<file path="src/hdl/alsc_pkg.sv">
// Package with opcodes, command and flag carriers and register map of the data unit
package alsc_pkg;

    localparam int ALSC_DATA_W = 16;
    localparam int ALSC_ADDR_W = 8;
    localparam int ALSC_EVT_W  = 5;

    // Register byte addresses
    localparam logic [7:0] ALSC_OFS_ACC    = 8'h00;
    localparam logic [7:0] ALSC_OFS_FLAGS  = 8'h04;
    localparam logic [7:0] ALSC_OFS_FAULT  = 8'h08;
    localparam logic [7:0] ALSC_OFS_CTRL   = 8'h0c;
    localparam logic [7:0] ALSC_OFS_STATUS = 8'h10;
    localparam logic [7:0] ALSC_OFS_MASK   = 8'h14;

    // Flag register bit positions
    localparam int ALSC_FLG_CARRY = 0;
    localparam int ALSC_FLG_ZERO  = 1;
    localparam int ALSC_FLG_OVF   = 2;

    // Control register bit positions
    localparam int ALSC_CTRL_EN = 0;

    // Event bit positions, shared by status and mask
    localparam int ALSC_EVT_ZERO   = 0;
    localparam int ALSC_EVT_CARRY  = 1;
    localparam int ALSC_EVT_OVF    = 2;
    localparam int ALSC_EVT_FAULT  = 3;
    localparam int ALSC_EVT_FCLR   = 4;

    // Reset values
    localparam logic [15:0] ALSC_RST_ACC   = 16'h0000;
    localparam logic [2:0]  ALSC_RST_FLAGS = 3'h0;
    localparam logic [15:0] ALSC_RST_FAULT = 16'h0000;
    localparam logic        ALSC_RST_EN    = 1'b1;
    localparam logic [4:0]  ALSC_RST_MASK  = 5'h00;

    // Largest four-digit decimal value
    localparam logic [15:0] ALSC_BCD_MAX   = 16'd9999;

    typedef enum logic [3:0] {
        ALSC_OP_NOP,
        ALSC_OP_AND,
        ALSC_OP_OR,
        ALSC_OP_SHR,
        ALSC_OP_SHL,
        ALSC_OP_DECODE,
        ALSC_OP_ENCODE,
        ALSC_OP_COMPLEMENT,
        ALSC_OP_BCD_TO_BINARY,
        ALSC_OP_BINARY_TO_BCD,
        ALSC_OP_EXTERNAL_FAULT_DIAG
    } alsc_op_e;

    typedef struct packed {
        logic        valid;
        logic        rung;
        alsc_op_e    op;
        logic [15:0] operand;
        logic [3:0]  shift_cnt;
    } alsc_cmd_s;

    typedef struct packed {
        logic ovf;
        logic zero;
        logic carry;
    } alsc_flags_s;

endpackage

</file>
<file path="src/hdl/alsc_conv.sv">
// Combinational BCD and binary converters for the data unit
`timescale 1ns/100ps
module alsc_conv (
    input  wire logic [15:0] acc_in,
    output logic      [15:0] bin_out,
    output logic      [15:0] bcd_out,
    output logic             bcd_ovf_out
);
    import alsc_pkg::*;

    logic [19:0] digits;
    logic [15:0] bin_sum;

    // Digit weights summed in 16 bits; invalid digits above 9 are weighted as is
    assign bin_sum = 16'(acc_in[3:0])
                   + 16'(acc_in[7:4]) * 16'd10
                   + 16'(acc_in[11:8]) * 16'd100
                   + 16'(acc_in[15:12]) * 16'd1000;
    assign bin_out = bin_sum;

    // Shift-and-add-three over all sixteen input bits
    always_comb begin
        logic [35:0] work;
        work = {20'h00000, acc_in};
        for (int i = 0; i < 16; i++) begin
            for (int d = 0; d < 5; d++) begin
                if (work[16 + 4 * d +: 4] > 4'd4) begin
                    work[16 + 4 * d +: 4] = work[16 + 4 * d +: 4] + 4'd3;
                end
            end
            work = {work[34:0], 1'b0};
        end
        digits = work[35:16];
    end

    assign bcd_out     = digits[15:0];
    assign bcd_ovf_out = (acc_in > ALSC_BCD_MAX);

endmodule

</file>
<file path="src/hdl/alsc_unit.sv">
// Accumulator logic, shift, convert and fault capture unit with register port
`timescale 1ns/100ps
module alsc_unit (
    input  wire logic                clk_sys_in,
    input  wire logic                rstn_in,
    input  wire alsc_pkg::alsc_cmd_s cmd_in,
    input  wire logic                clear_key_in,
    input  wire logic [7:0]          reg_addr_in,
    input  wire logic [15:0]         reg_wdata_in,
    input  wire logic                reg_wr_in,
    input  wire logic                reg_rd_in,
    output logic      [15:0]         reg_rdata_out,
    output logic      [15:0]         acc_out,
    output alsc_pkg::alsc_flags_s    flags_out,
    output logic      [15:0]         fault_num_out,
    output logic                     fault_shown_out,
    output logic                     irq_out
);
    import alsc_pkg::*;

    // Register state
    logic [15:0] acc_r;
    logic [15:0] acc_nxt;
    alsc_flags_s flags_r;
    alsc_flags_s flags_nxt;
    logic [15:0] fault_r;
    logic [15:0] fault_nxt;
    logic        shown_r;
    logic        shown_nxt;
    logic        en_r;
    logic [4:0]  status_r;
    logic [4:0]  status_nxt;
    logic [4:0]  mask_r;
    logic [15:0] rdata_r;
    logic        irq_r;

    // Clear key pin synchroniser and edge detect
    logic        key_meta_r;
    logic        key_sync_r;
    logic        key_prev_r;
    wire         key_press = key_sync_r & ~key_prev_r;

    // Register decode
    wire         wr_acc    = reg_wr_in & (reg_addr_in == ALSC_OFS_ACC);
    wire         wr_flags  = reg_wr_in & (reg_addr_in == ALSC_OFS_FLAGS);
    wire         wr_ctrl   = reg_wr_in & (reg_addr_in == ALSC_OFS_CTRL);
    wire         wr_status = reg_wr_in & (reg_addr_in == ALSC_OFS_STATUS);
    wire         wr_mask   = reg_wr_in & (reg_addr_in == ALSC_OFS_MASK);

    // Command decode; a disabled unit ignores the sequencer
    wire         cmd_go    = cmd_in.valid & en_r;
    wire         shift_ok  = (cmd_in.shift_cnt != 4'h0);
    wire         do_and    = cmd_go & (cmd_in.op == ALSC_OP_AND);
    wire         do_or     = cmd_go & (cmd_in.op == ALSC_OP_OR);
    wire         do_shr    = cmd_go & (cmd_in.op == ALSC_OP_SHR) & shift_ok;
    wire         do_shl    = cmd_go & (cmd_in.op == ALSC_OP_SHL) & shift_ok;
    wire         do_dec    = cmd_go & (cmd_in.op == ALSC_OP_DECODE);
    wire         do_enc    = cmd_go & (cmd_in.op == ALSC_OP_ENCODE);
    wire         do_inv    = cmd_go & (cmd_in.op == ALSC_OP_COMPLEMENT);
    wire         do_b2n    = cmd_go & (cmd_in.op == ALSC_OP_BCD_TO_BINARY);
    wire         do_n2b    = cmd_go & (cmd_in.op == ALSC_OP_BINARY_TO_BCD);
    wire         do_fault  = cmd_go & cmd_in.rung
                           & (cmd_in.op == ALSC_OP_EXTERNAL_FAULT_DIAG);

    // Datapath results
    wire  [15:0] and_res   = acc_r & cmd_in.operand;
    wire  [15:0] or_res    = acc_r | cmd_in.operand;
    wire  [31:0] shr_ext   = {acc_r, 16'h0000} >> cmd_in.shift_cnt;
    wire  [31:0] shl_ext   = {16'h0000, acc_r} << cmd_in.shift_cnt;
    wire  [15:0] shr_res   = shr_ext[31:16];
    wire  [15:0] shl_res   = shl_ext[15:0];
    wire         shr_lost  = |shr_ext[15:0];
    wire         shl_lost  = |shl_ext[31:16];
    wire  [15:0] dec_res   = 16'h0001 << acc_r[3:0];
    wire  [15:0] inv_res   = ~acc_r;
    logic [15:0] enc_res;
    logic [15:0] b2n_res;
    logic [15:0] n2b_res;
    logic        n2b_ovf;

    alsc_conv u_conv (
        .acc_in      (acc_r),
        .bin_out     (b2n_res),
        .bcd_out     (n2b_res),
        .bcd_ovf_out (n2b_ovf)
    );

    // Priority encoder: a later, higher bit overrides a lower one
    always_comb begin
        enc_res = 16'h0000;
        for (int i = 0; i < 16; i++) begin
            if (acc_r[i]) begin
                enc_res = {12'h000, 4'(i)};
            end
        end
    end

    // Accumulator and flag update; a sequencer command beats a software write
    always_comb begin
        acc_nxt   = acc_r;
        flags_nxt = flags_r;
        if (wr_acc) begin
            acc_nxt = reg_wdata_in;
        end
        if (wr_flags) begin
            flags_nxt = alsc_flags_s'(reg_wdata_in[2:0]);
        end
        if (do_and) begin
            acc_nxt        = and_res;
            flags_nxt.zero = (and_res == 16'h0000);
        end else if (do_or) begin
            acc_nxt        = or_res;
            flags_nxt.zero = (or_res == 16'h0000);
        end else if (do_shr) begin
            acc_nxt         = shr_res;
            flags_nxt.carry = shr_lost;
            flags_nxt.zero  = (shr_res == 16'h0000);
        end else if (do_shl) begin
            acc_nxt         = shl_res;
            flags_nxt.carry = shl_lost;
            flags_nxt.zero  = (shl_res == 16'h0000);
        end else if (do_dec) begin
            acc_nxt = dec_res;
        end else if (do_enc) begin
            acc_nxt = enc_res;
        end else if (do_inv) begin
            acc_nxt = inv_res;
        end else if (do_b2n) begin
            acc_nxt = b2n_res;
        end else if (do_n2b) begin
            acc_nxt       = n2b_res;
            flags_nxt.ovf = n2b_ovf;
        end
    end

    // Fault capture; each active operation overwrites, so the last one stays
    always_comb begin
        fault_nxt = fault_r;
        shown_nxt = shown_r;
        if (key_press) begin
            shown_nxt = 1'b0;
        end
        if (do_fault) begin
            fault_nxt = cmd_in.operand;
            shown_nxt = 1'b1;
        end
    end

    // Sticky events; a new event wins over a write-one-to-clear
    wire  [4:0]  evt_set;
    assign evt_set[ALSC_EVT_ZERO]  = flags_nxt.zero & ~flags_r.zero;
    assign evt_set[ALSC_EVT_CARRY] = flags_nxt.carry & ~flags_r.carry;
    assign evt_set[ALSC_EVT_OVF]   = flags_nxt.ovf & ~flags_r.ovf;
    assign evt_set[ALSC_EVT_FAULT] = do_fault;
    assign evt_set[ALSC_EVT_FCLR]  = key_press & shown_r & ~do_fault;

    wire  [4:0]  status_clr = wr_status ? reg_wdata_in[4:0] : 5'h00;
    assign status_nxt = (status_r & ~status_clr) | evt_set;

    // Read mux; unmapped addresses read zero
    logic [15:0] rd_mux;
    always_comb begin
        case (reg_addr_in)
            ALSC_OFS_ACC:    rd_mux = acc_r;
            ALSC_OFS_FLAGS:  rd_mux = {13'h0000, flags_r};
            ALSC_OFS_FAULT:  rd_mux = fault_r;
            ALSC_OFS_CTRL:   rd_mux = {15'h0000, en_r};
            ALSC_OFS_STATUS: rd_mux = {11'h000, status_r};
            ALSC_OFS_MASK:   rd_mux = {11'h000, mask_r};
            default:         rd_mux = 16'h0000;
        endcase
    end

    // Clear key pin: first stage feeds only the second
    always_ff @(posedge clk_sys_in) begin
        if (!rstn_in) begin
            key_meta_r <= 1'b0;
            key_sync_r <= 1'b0;
            key_prev_r <= 1'b0;
        end else begin
            key_meta_r <= clear_key_in;
            key_sync_r <= key_meta_r;
            key_prev_r <= key_sync_r;
        end
    end

    // Sixteen-bit accumulator and flag coils
    always_ff @(posedge clk_sys_in) begin
        if (!rstn_in) begin
            acc_r   <= ALSC_RST_ACC;
            flags_r <= alsc_flags_s'(ALSC_RST_FLAGS);
        end else begin
            acc_r   <= acc_nxt;
            flags_r <= flags_nxt;
        end
    end

    // Fault number register and display request
    always_ff @(posedge clk_sys_in) begin
        if (!rstn_in) begin
            fault_r <= ALSC_RST_FAULT;
            shown_r <= 1'b0;
        end else begin
            fault_r <= fault_nxt;
            shown_r <= shown_nxt;
        end
    end

    // Control, status and mask
    always_ff @(posedge clk_sys_in) begin
        if (!rstn_in) begin
            en_r     <= ALSC_RST_EN;
            mask_r   <= ALSC_RST_MASK;
            status_r <= 5'h00;
        end else begin
            if (wr_ctrl) begin
                en_r <= reg_wdata_in[ALSC_CTRL_EN];
            end
            if (wr_mask) begin
                mask_r <= reg_wdata_in[4:0];
            end
            status_r <= status_nxt;
        end
    end

    // Registered read data and interrupt; irq is built from the next status, so it changes in the same cycle as status
    always_ff @(posedge clk_sys_in) begin
        if (!rstn_in) begin
            rdata_r <= 16'h0000;
            irq_r   <= 1'b0;
        end else begin
            rdata_r <= reg_rd_in ? rd_mux : 16'h0000;
            irq_r   <= |(status_nxt & mask_r);
        end
    end

    assign reg_rdata_out   = rdata_r;
    assign acc_out         = acc_r;
    assign flags_out       = flags_r;
    assign fault_num_out   = fault_r;
    assign fault_shown_out = shown_r;
    assign irq_out         = irq_r;

endmodule

</file>
<file path="config.mk">
export PLATFORM = sky130hd
export DESIGN_NAME = alsc_unit
export DESIGN_NICKNAME = d
export VERILOG_FILES = /design/src/hdl/alsc_pkg.sv /design/src/hdl/alsc_conv.sv /design/src/hdl/alsc_unit.sv
export SDC_FILE = /design/constraint.sdc
export NUM_CORES = 1
export LEC_CHECK = 0
export BUFFER_PORTS_ARGS = -buffer_cell sky130_fd_sc_hd__buf_2
export CAP_MARGIN = 20
export CORE_MARGIN = 2
export CORE_UTILIZATION = 35
export CTS_BUF_LIST = sky130_fd_sc_hd__clkbuf_8
export DETAILED_ROUTE_END_ITERATION = 16
export PLACE_DENSITY = 0.59
export SYNTH_ARGS = -nofsm -noshare
export SYNTH_HDL_FRONTEND = slang
export SYNTH_HIERARCHICAL = 1
export SYNTH_SLANG_ARGS = --single-unit
</file>
<file path="constraint.sdc">
create_clock -name clk_sys_in -period 9.2 [get_ports clk_sys_in]
set_input_delay 0.46 -clock clk_sys_in [delete_from_list [all_inputs] [get_ports clk_sys_in]]
set_output_delay 0.46 -clock clk_sys_in [all_outputs]
set_load 0.02 [all_outputs]
</file>
==> qor.txt, run 1 <==
Peak VDD IR - 0.683 mV
Worst-Skew Late Latency - 390 ps
crit-path most repeated cell - a221oi_2
Period minus WS final - 8850 ps
relative slew slack - 28.2%
FILL cells - 4,267
H-tree Lvls - 3
largest family of logic cells by synthesized area - compound AO/OA/AOI/OAI gates
end of the worst register-to-register path - acc_out[10]$_SDFFE_PN0P_
status - finished, final reports clean
critical path class - register to register
Netlist cell types - 112
Global Route Usage Sum - 27.3%
I/O pin count - 108
area growth from synthesis to final layout - 24.0%
flops & latches, synth - 67
Max Freq - 113 MHz
Initial DRC Count - 2,299
hold path startpoint - clear_key_in
Worst R2R Setup Slack - 350 ps
WP data required - 9520 ps
TritonCTS clock tree - yes
Cell Pwr Density - 344 mW/mm^2
core region area - 0.0411 sq mm
fin util - 44.2%
slowest CP cell - a32oi_1
Worst Slack Setup Final - 349 ps
xor and xnor area share after synthesis - 3.78%
Diodes inserted - 0
largest net degree at the start of global routing - 83
post-synthesis adder-cell area fraction - 9.13%
vias in the first global route - 16,921
element type at the critical path end - register
Post-synth EDFFs - 0
Simple-Gate Fraction of Synth Area - 24.8%
worst setup path start - acc_out[13]$_SDFFE_PN0P_
mux share of post-synthesis cell area - 9.94%
num rows - 74
Final Hold Fails - 0
DR vias/cell - 6.39
commonest non-fill, non-tap cell in the layout - buf_4
CP Data Arrival Time - 9170 ps
hold buffer count at CTS - 0
Net Count, Synth - 2,225
maxcap violations - 0
deepest clock path buffer count - 2
worst-path fanout max - 10
vias - 18,145
DRC errors left - 0
total wire length - 62,700 um
compound-cell area share of the yosys netlist - 35.1%
port bufs - 107
cts bufs inserted - 9
antenna violations before repair - 1
CP endpoint - acc_out[10]$_SDFFE_PN0P_
CP startpoint kind - register
Antenna Nets Post-Route - 0
type of the tightest min-delay check - input port to register
sequential-to-total area share from yosys stat - 9.16%
asr flop ratio synth - 0%
DIE AREA - 0.0435 sq mm
Leakage - 7.45 nW
Initial Util - 35.6%
CTS Root Cell - clkbuf_8
layout cell share with drive strength beyond 1 - 27.1%
Synth warnings - 6
first drt pass iteration count - 6
first-pass GRT wire length - 96,400 um
average cell area after synthesis - 7.06 sq um
cells on worst reg2reg path - 42
pre-CTS setup slack - -63.3 ps
clock skew - 28.8 ps
worst slew pin tran - 1080 ps
ys flop type - dfxtp_1
most frequent cells in the layout - 292 x buf_4, 201 x nand2_1, 170 x nor2_1, 147 x a21oi_1, 106 x buf_2
Reg area - 0.00135 sq mm
Worst-path clk slew - 100 ps
fin nets - 2,453
Die X - 209 um
Slew Viols, Final - 0
Post-Syn Area - 0.0146 sq mm
fin crit share - 96.2%
Detail Placement HPWL - 46,800 um
Die Span Y - 209 um
area of the multi-input gates - 0.0128 sq mm
Sinks on Clock Net - 67
Mapped Cells - 2,075
Final Setup Violations - 0
Final GP Congestion - 1.01
Avg WL per Cell - 22.1 um
GR Overflow Total - 0
RR Startpoint - acc_out[13]$_SDFFE_PN0P_
largest incremental delay on the critical path - 380 ps
through the flow:
stage               instances  hold slack (ps)  power, mW  area [sq um]  setup TNS, ps
CTS                      2821              308       5.77         17300              0
detailed placement       2803              429       5.48         17100          -95.7
global placement         2802              426       5.41         17100              0
global route             2840              325       6.69         18200           -258
floorplan                2075              412       3.55         14700          -5.48
finish                   2840              329       6.25         18200              0
cell families (layout without fill, tap and decap cells):
logic type / Yosys count / in the layout
multiplexers: 120 / 120
AO/OA/AOI/OAI: 724 / 724
buffers and inverters: 272 / 505
adder cells (fa/ha/maj): 97 / 97
flip-flops: 67 / 67
AND/OR/NAND/NOR: 734 / 734
other: 1 / 1
XOR/XNOR: 60 / 60
routing by layer:
layer  vias up  wire (um)  GRT usage [%]
met5         -         11              0
met4         2       2890           11.3
met3       179       5700           3.88
met2       974      27700           42.8
met1      8624      26400           37.5
li1       8366          -              -
worst max-delay path: cells and delay by family (launching register included):
family / cells / cell delay (ps)
DFF: 1 / 350
AOI/OAI and AO/OA: 22 / 4540
and+or+nand+nor: 5 / 1250
muxes: 3 / 600
buffers and inverters: 6 / 740
adders and majority gates: 6 / 1320
synthesized netlist by cell type (all sizes together), types with 19 or more instances:
master  number  area share (%)
nand2      203             5.2
nand3       71             2.5
o211ai      39             2.1
clkbuf     102             2.6
mux2i       87             5.9
nor3        69             2.4
nor4        37             1.9
a22oi       34             1.7
buf         84             3.3
dfxtp       67             9.2
a211oi      33             1.7
nand2b      32             1.4
xnor2       48             3.0
mux4        19             2.9
o22ai       21            0.90
a21oi      158             5.4
a31oi       29             1.3
ha          78             6.7
o221ai      27             1.7
inv         81             2.1
nand4       29             1.2
o21ai      130             4.6
nor2       181             4.7
registers in the layout (all words and copies together), names as in the netlist:
| signal | cells |
|---|---|
| fault_shown_out | 1 |
| fault_num_out | 16 |
| status_r | 5 |
| acc_out | 16 |
| irq_out | 1 |
| reg_rdata_out | 16 |
| mask_r | 5 |
| flags_out | 3 |
| key_sync_r | 1 |
| en_r | 1 |
| key_prev_r | 1 |
| key_meta_r | 1 |
how the worst min path moves through the flow:
stage | endpoint | slack [ps] | cells past startpoint
global placement | key_sync_r$_SDFF_PN0_ | 430 | 1
CTS | key_meta_r$_SDFF_PN0_ | 310 | 2
finish | key_meta_r$_SDFF_PN0_ | 330 | 2
floorplan | key_sync_r$_SDFF_PN0_ | 410 | 1
detailed placement | key_sync_r$_SDFF_PN0_ | 430 | 1
global route | key_meta_r$_SDFF_PN0_ | 330 | 2
repair_timing:
action,in CTS,in global routing
pin swaps,1,70
endpoints found under the hold margin,0,0
setup endpoints to repair,3,13
buffers inserted,2,20
gates resized for setup,3,151
power breakdown:
group	total, mW	leakage (nW)	internal [mW]	switching, mW
combinational	5.67	6.81	2.52	3.15
clock	0.262	0.0962	0.127	0.135
sequential	0.318	0.547	0.299	0.0193
area by class of cell:
type | count | area share [%]
clock buffer | 9 | 0.682
clock inverter | 7 | 0.420
inverter | 86 | 1.78
multi-input combinational | 1736 | 70.7
sequential | 67 | 7.45
tap | 532 | 3.66
timing repair buffer | 403 | 15.3
(Power assumes the default switching activity.)
==> run 2, diff against run 1 <==
--- a/config.mk
+++ b/config.mk
@@ -5,13 +5,14 @@
 export SDC_FILE = /design/constraint.sdc
 export NUM_CORES = 1
 export LEC_CHECK = 0
+export ABC_AREA = 1
 export BUFFER_PORTS_ARGS = -buffer_cell sky130_fd_sc_hd__buf_2
 export CAP_MARGIN = 20
 export CORE_MARGIN = 2
-export CORE_UTILIZATION = 35
+export CORE_UTILIZATION = 51
 export CTS_BUF_LIST = sky130_fd_sc_hd__clkbuf_8
 export DETAILED_ROUTE_END_ITERATION = 16
-export PLACE_DENSITY = 0.59
+export PLACE_DENSITY = 0.79
 export SYNTH_ARGS = -nofsm -noshare
 export SYNTH_HDL_FRONTEND = slang
 export SYNTH_HIERARCHICAL = 1
==> run 2 against run 1 <==
  * Count of clock-buffer cells in the layout is 1 higher
  * Sequential share of layout area is 3.8 points higher
  * Final cell count is 20% lower
  * Routed wire length is 43% lower
  * Register-to-register slack better by 680 ps
  * Sequential cell count stayed put
  * Critical endpoint is now acc_out[14]$_SDFFE_PN0P_
  * Via count is 30% lower
  * Synthesized area is 25% lower
  * Final area is 35% lower
==> qor.txt, run 2 <==
most frequent cell after synthesis - nand2_1 (unchanged)
H-tree Lvls - 3 (unchanged)
cells on worst reg2reg path - 65 (was 42)
first-pass GRT wire length - 57,200 um (was 96,400 um)
first drt pass iteration count - 8 (was 6)
cts bufs inserted - 9 (unchanged)
worst-path fanout max - 7 (was 10)
Initial Util - 52.1% (was 35.6%)
Worst-path clk slew - 100 ps (about the same)
Global Route Usage Sum - 31.4% (was 27.3%)
Antenna Nets Post-Route - 0 (unchanged)
asr flop ratio synth - 0% (unchanged)
deepest clock path buffer count - 2 (unchanged)
vias in the first global route - 11,473 (was 16,921)
FILL cells - 2,126 (was 4,267)
Top Usage Layer GRT - met2 (unchanged)
Post-Syn Area - 0.0110 sq mm (was 0.0146 sq mm)
fin nets - 2,154 (was 2,453)
Initial DRC Count - 1,243 (was 2,299)
fin crit share - 88.9% (was 96.2%)
clock skew - 18.9 ps (was 28.8 ps)
flops & latches, synth - 67 (unchanged)
core region area - 0.0210 sq mm (was 0.0411 sq mm)
Mapped Cells - 1,932 (was 2,075)
number of setup buffers added after CTS - 0 (was 2)
Slew Viols, Final - 0 (unchanged)
Diodes inserted - 0 (unchanged)
maxcap violations - 0 (unchanged)
largest net degree at the start of global routing - 46 (was 83)
Post-synth EDFFs - 0 (unchanged)
worst slew pin tran - 1080 ps (about the same)
RR Startpoint - acc_out[13]$_SDFFE_PN0P_ (unchanged)
CP Data Arrival Time - 8420 ps (was 9170 ps)
met1 GRT Util - 43.3% (was 37.5%)
ys flop type - dfxtp_1 (unchanged)
worst setup path start - acc_out[13]$_SDFFE_PN0P_ (unchanged)
Synth area leaders - nand2_1 21%, dfxtp_1 12%, ha_1 8.9% (was dfxtp_1 9.2%, ha_1 6.7%, mux2i_1 5.9%)
type of the tightest min-delay check - input port to register (unchanged)
critical path class - register to register (unchanged)
relative slew slack - 28.0% (was 28.2%)
Synth warnings - 6 (unchanged)
I/O pin count - 108 (unchanged)
DRC errors left - 0 (unchanged)
Sinks on Clock Net - 67 (unchanged)
crit-path most repeated cell - nand2_1 (was a221oi_2)
Net Count, Synth - 2,082 (was 2,225)
DR vias/cell - 5.60 (was 6.39)
layout cell share with drive strength beyond 1 - 14.2% (was 27.1%)
CTS Root Cell - clkbuf_8 (unchanged)
Detail Placement HPWL - 28,200 um (was 46,800 um)
Worst-Skew Late Latency - 380 ps (was 390 ps)
Avg WL per Cell - 15.7 um (was 22.1 um)
Worst R2R Setup Slack - 1020 ps (was 350 ps)
Die X - 151 um (was 209 um)
GR Overflow Total - 0 (unchanged)
Post-synth top cells - 625 x nand2_1, 229 x inv_1, 159 x nand3_1 (was 203 x nand2_1, 180 x nor2_1, 156 x a21oi_1)
CP endpoint - acc_out[14]$_SDFFE_PN0P_ (was acc_out[10]$_SDFFE_PN0P_)
top-area cell type share of the netlist area - 21.4% (was 9.16%)
buffer and inverter count on the worst path - 11 (was 6)
GR Util met3 - 5.00% (was 3.88%)
slowest CP cell - dfxtp_1 (was a32oi_1)
Die Span Y - 151 um (was 209 um)
commonest non-fill, non-tap cell in the layout - nand2_1 (was buf_4)
CP startpoint kind - register (unchanged)
antenna violations before repair - 0 (was 1)
Period minus WS final - 8180 ps (was 8850 ps)
most frequent cells in the layout - 625 x nand2_1, 228 x inv_1, 159 x nand3_1, 139 x nor2_1, 130 x o21ai_0 (was 292 x buf_4, 201 x nand2_1, 170 x nor2_1, 147 x a21oi_1, 106 x buf_2)
WP data required - 9440 ps (was 9520 ps)
sequential-to-total area share from yosys stat - 12.2% (was 9.16%)
TritonCTS clock tree - yes (unchanged)
Final GP Congestion - 1.06 (was 1.01)
Netlist cell types - 59 (was 112)
Cell Area, Placed - 0.0116 sq mm (was 0.0171 sq mm)
Final Cell Area - 0.0119 sq mm (was 0.0182 sq mm)
total wire length - 35,800 um (was 62,700 um)
Critical Path Stages - 65 (was 42)
port bufs - 107 (unchanged)
status - finished, final reports clean (unchanged)
met2 Use GR - 50.1% (was 42.8%)
largest incremental delay on the critical path - 330 ps (was 380 ps)
element type at the critical path end - register (unchanged)
num rows - 53 (was 74)
area growth from synthesis to final layout - 8.46% (was 24.0%)
Max Freq - 122 MHz (was 113 MHz)
vias - 12,788 (was 18,145)
fin util - 56.5% (was 44.2%)
post-synth top area cell - nand2_1 (was dfxtp_1)
Final Setup Violations - 0 (unchanged)
Final Hold Fails - 0 (unchanged)
DIE AREA - 0.0227 sq mm (was 0.0435 sq mm)
Crit path max-delay family - simple AND/OR/NAND/NOR gates (was compound AO/OA/AOI/OAI gates)
end of the worst register-to-register path - acc_out[14]$_SDFFE_PN0P_ (was acc_out[10]$_SDFFE_PN0P_)
average cell area after synthesis - 5.67 sq um (was 7.06 sq um)
[run 2: cell count changes in the layout (fill, tap and decap cells not counted), sizes merged, moves of 33 or more]
| cell | change |
|---|---|
| a21oi | -57 |
| a22oi | -33 |
| buf | -279 |
| inv | +173 |
| mux2i | -81 |
| nand2 | +490 |
| nand3 | +101 |
| nor2 | -35 |
| nor3 | -54 |
| o21ai | +35 |
| xnor2 | -38 |
[run 2: tightest hold or removal path: stages]
cell and delay [ps]:
buf_2 70, nand2_1 50, inv_1 40
[run 2: per-stage QoR]
| stage | setup TNS [ps] | hold slack (ps) | setup WS, ps | instances |
|---|---|---|---|---|
| 2_1_floorplan | 0 | 390 | 1790 | 1932 |
| 3_3_place_gp | 0 | 396 | 1360 | 2268 |
| 3_5_place_dp | 0 | 407 | 972 | 2268 |
| 4_1_cts | 0 | 266 | 924 | 2284 |
| 5_1_grt | -21.7 | 295 | -21.7 | 2284 |
| 6_report | 0 | 274 | 1020 | 2284 |
[run 2: layer usage]
metal / part of all wire, % / up-vias
li1: - / 6408
met1: 44 / 5751
met2: 44 / 537
met3: 8.8 / 92
met4: 3.4 / 0
met5: 0 / -
[run 2: kinds of logic after synthesis]
| kind of cell | count (synthesis) | synth area share, % |
|---|---|---|
| xor+xnor | 27 | 2.28 |
| fa+ha+maj | 95 | 12.0 |
| compound gates | 336 | 17.3 |
| simple gates | 1080 | 43.8 |
| flops | 67 | 12.2 |
| buf+inv | 320 | 11.7 |
| other cells | 1 | 0.0342 |
| mux | 6 | 0.548 |
[run 2: worst min path at each step]
| stage | from | to | slack, ps | cells past startpoint |
|---|---|---|---|---|
| final | clear_key_in | key_meta_r$_SDFF_PN0_ | 270 | 3 |
| after global routing | clear_key_in | key_meta_r$_SDFF_PN0_ | 300 | 3 |
| after CTS | clear_key_in | key_meta_r$_SDFF_PN0_ | 270 | 3 |
| after detailed placement | key_meta_r$_SDFF_PN0_ | key_sync_r$_SDFF_PN0_ | 410 | 2 |
| after global placement | key_meta_r$_SDFF_PN0_ | key_sync_r$_SDFF_PN0_ | 400 | 2 |
| after floorplan | key_meta_r$_SDFF_PN0_ | key_sync_r$_SDFF_PN0_ | 390 | 2 |
[run 2: area by class of cell]
cell class / instances / area (sq um) / share of cell area [%]
multi-input combinational: 1545 / 8360 / 70.4
tap: 275 / 344 / 2.90
clock buffer: 10 / 138 / 1.16
timing repair buffer: 124 / 663 / 5.58
inverter: 257 / 965 / 8.12
sequential: 67 / 1340 / 11.3
clock inverter: 6 / 71.3 / 0.600
[run 2: timing repair]
action	in CTS	in global routing
resized for setup	0	7
hold buffers	0	0
endpoints found under the setup margin	0	6
Power of run 2 is not shown: default switching activity piles up to over one toggle a cycle in this logic, so the estimate is an artifact.
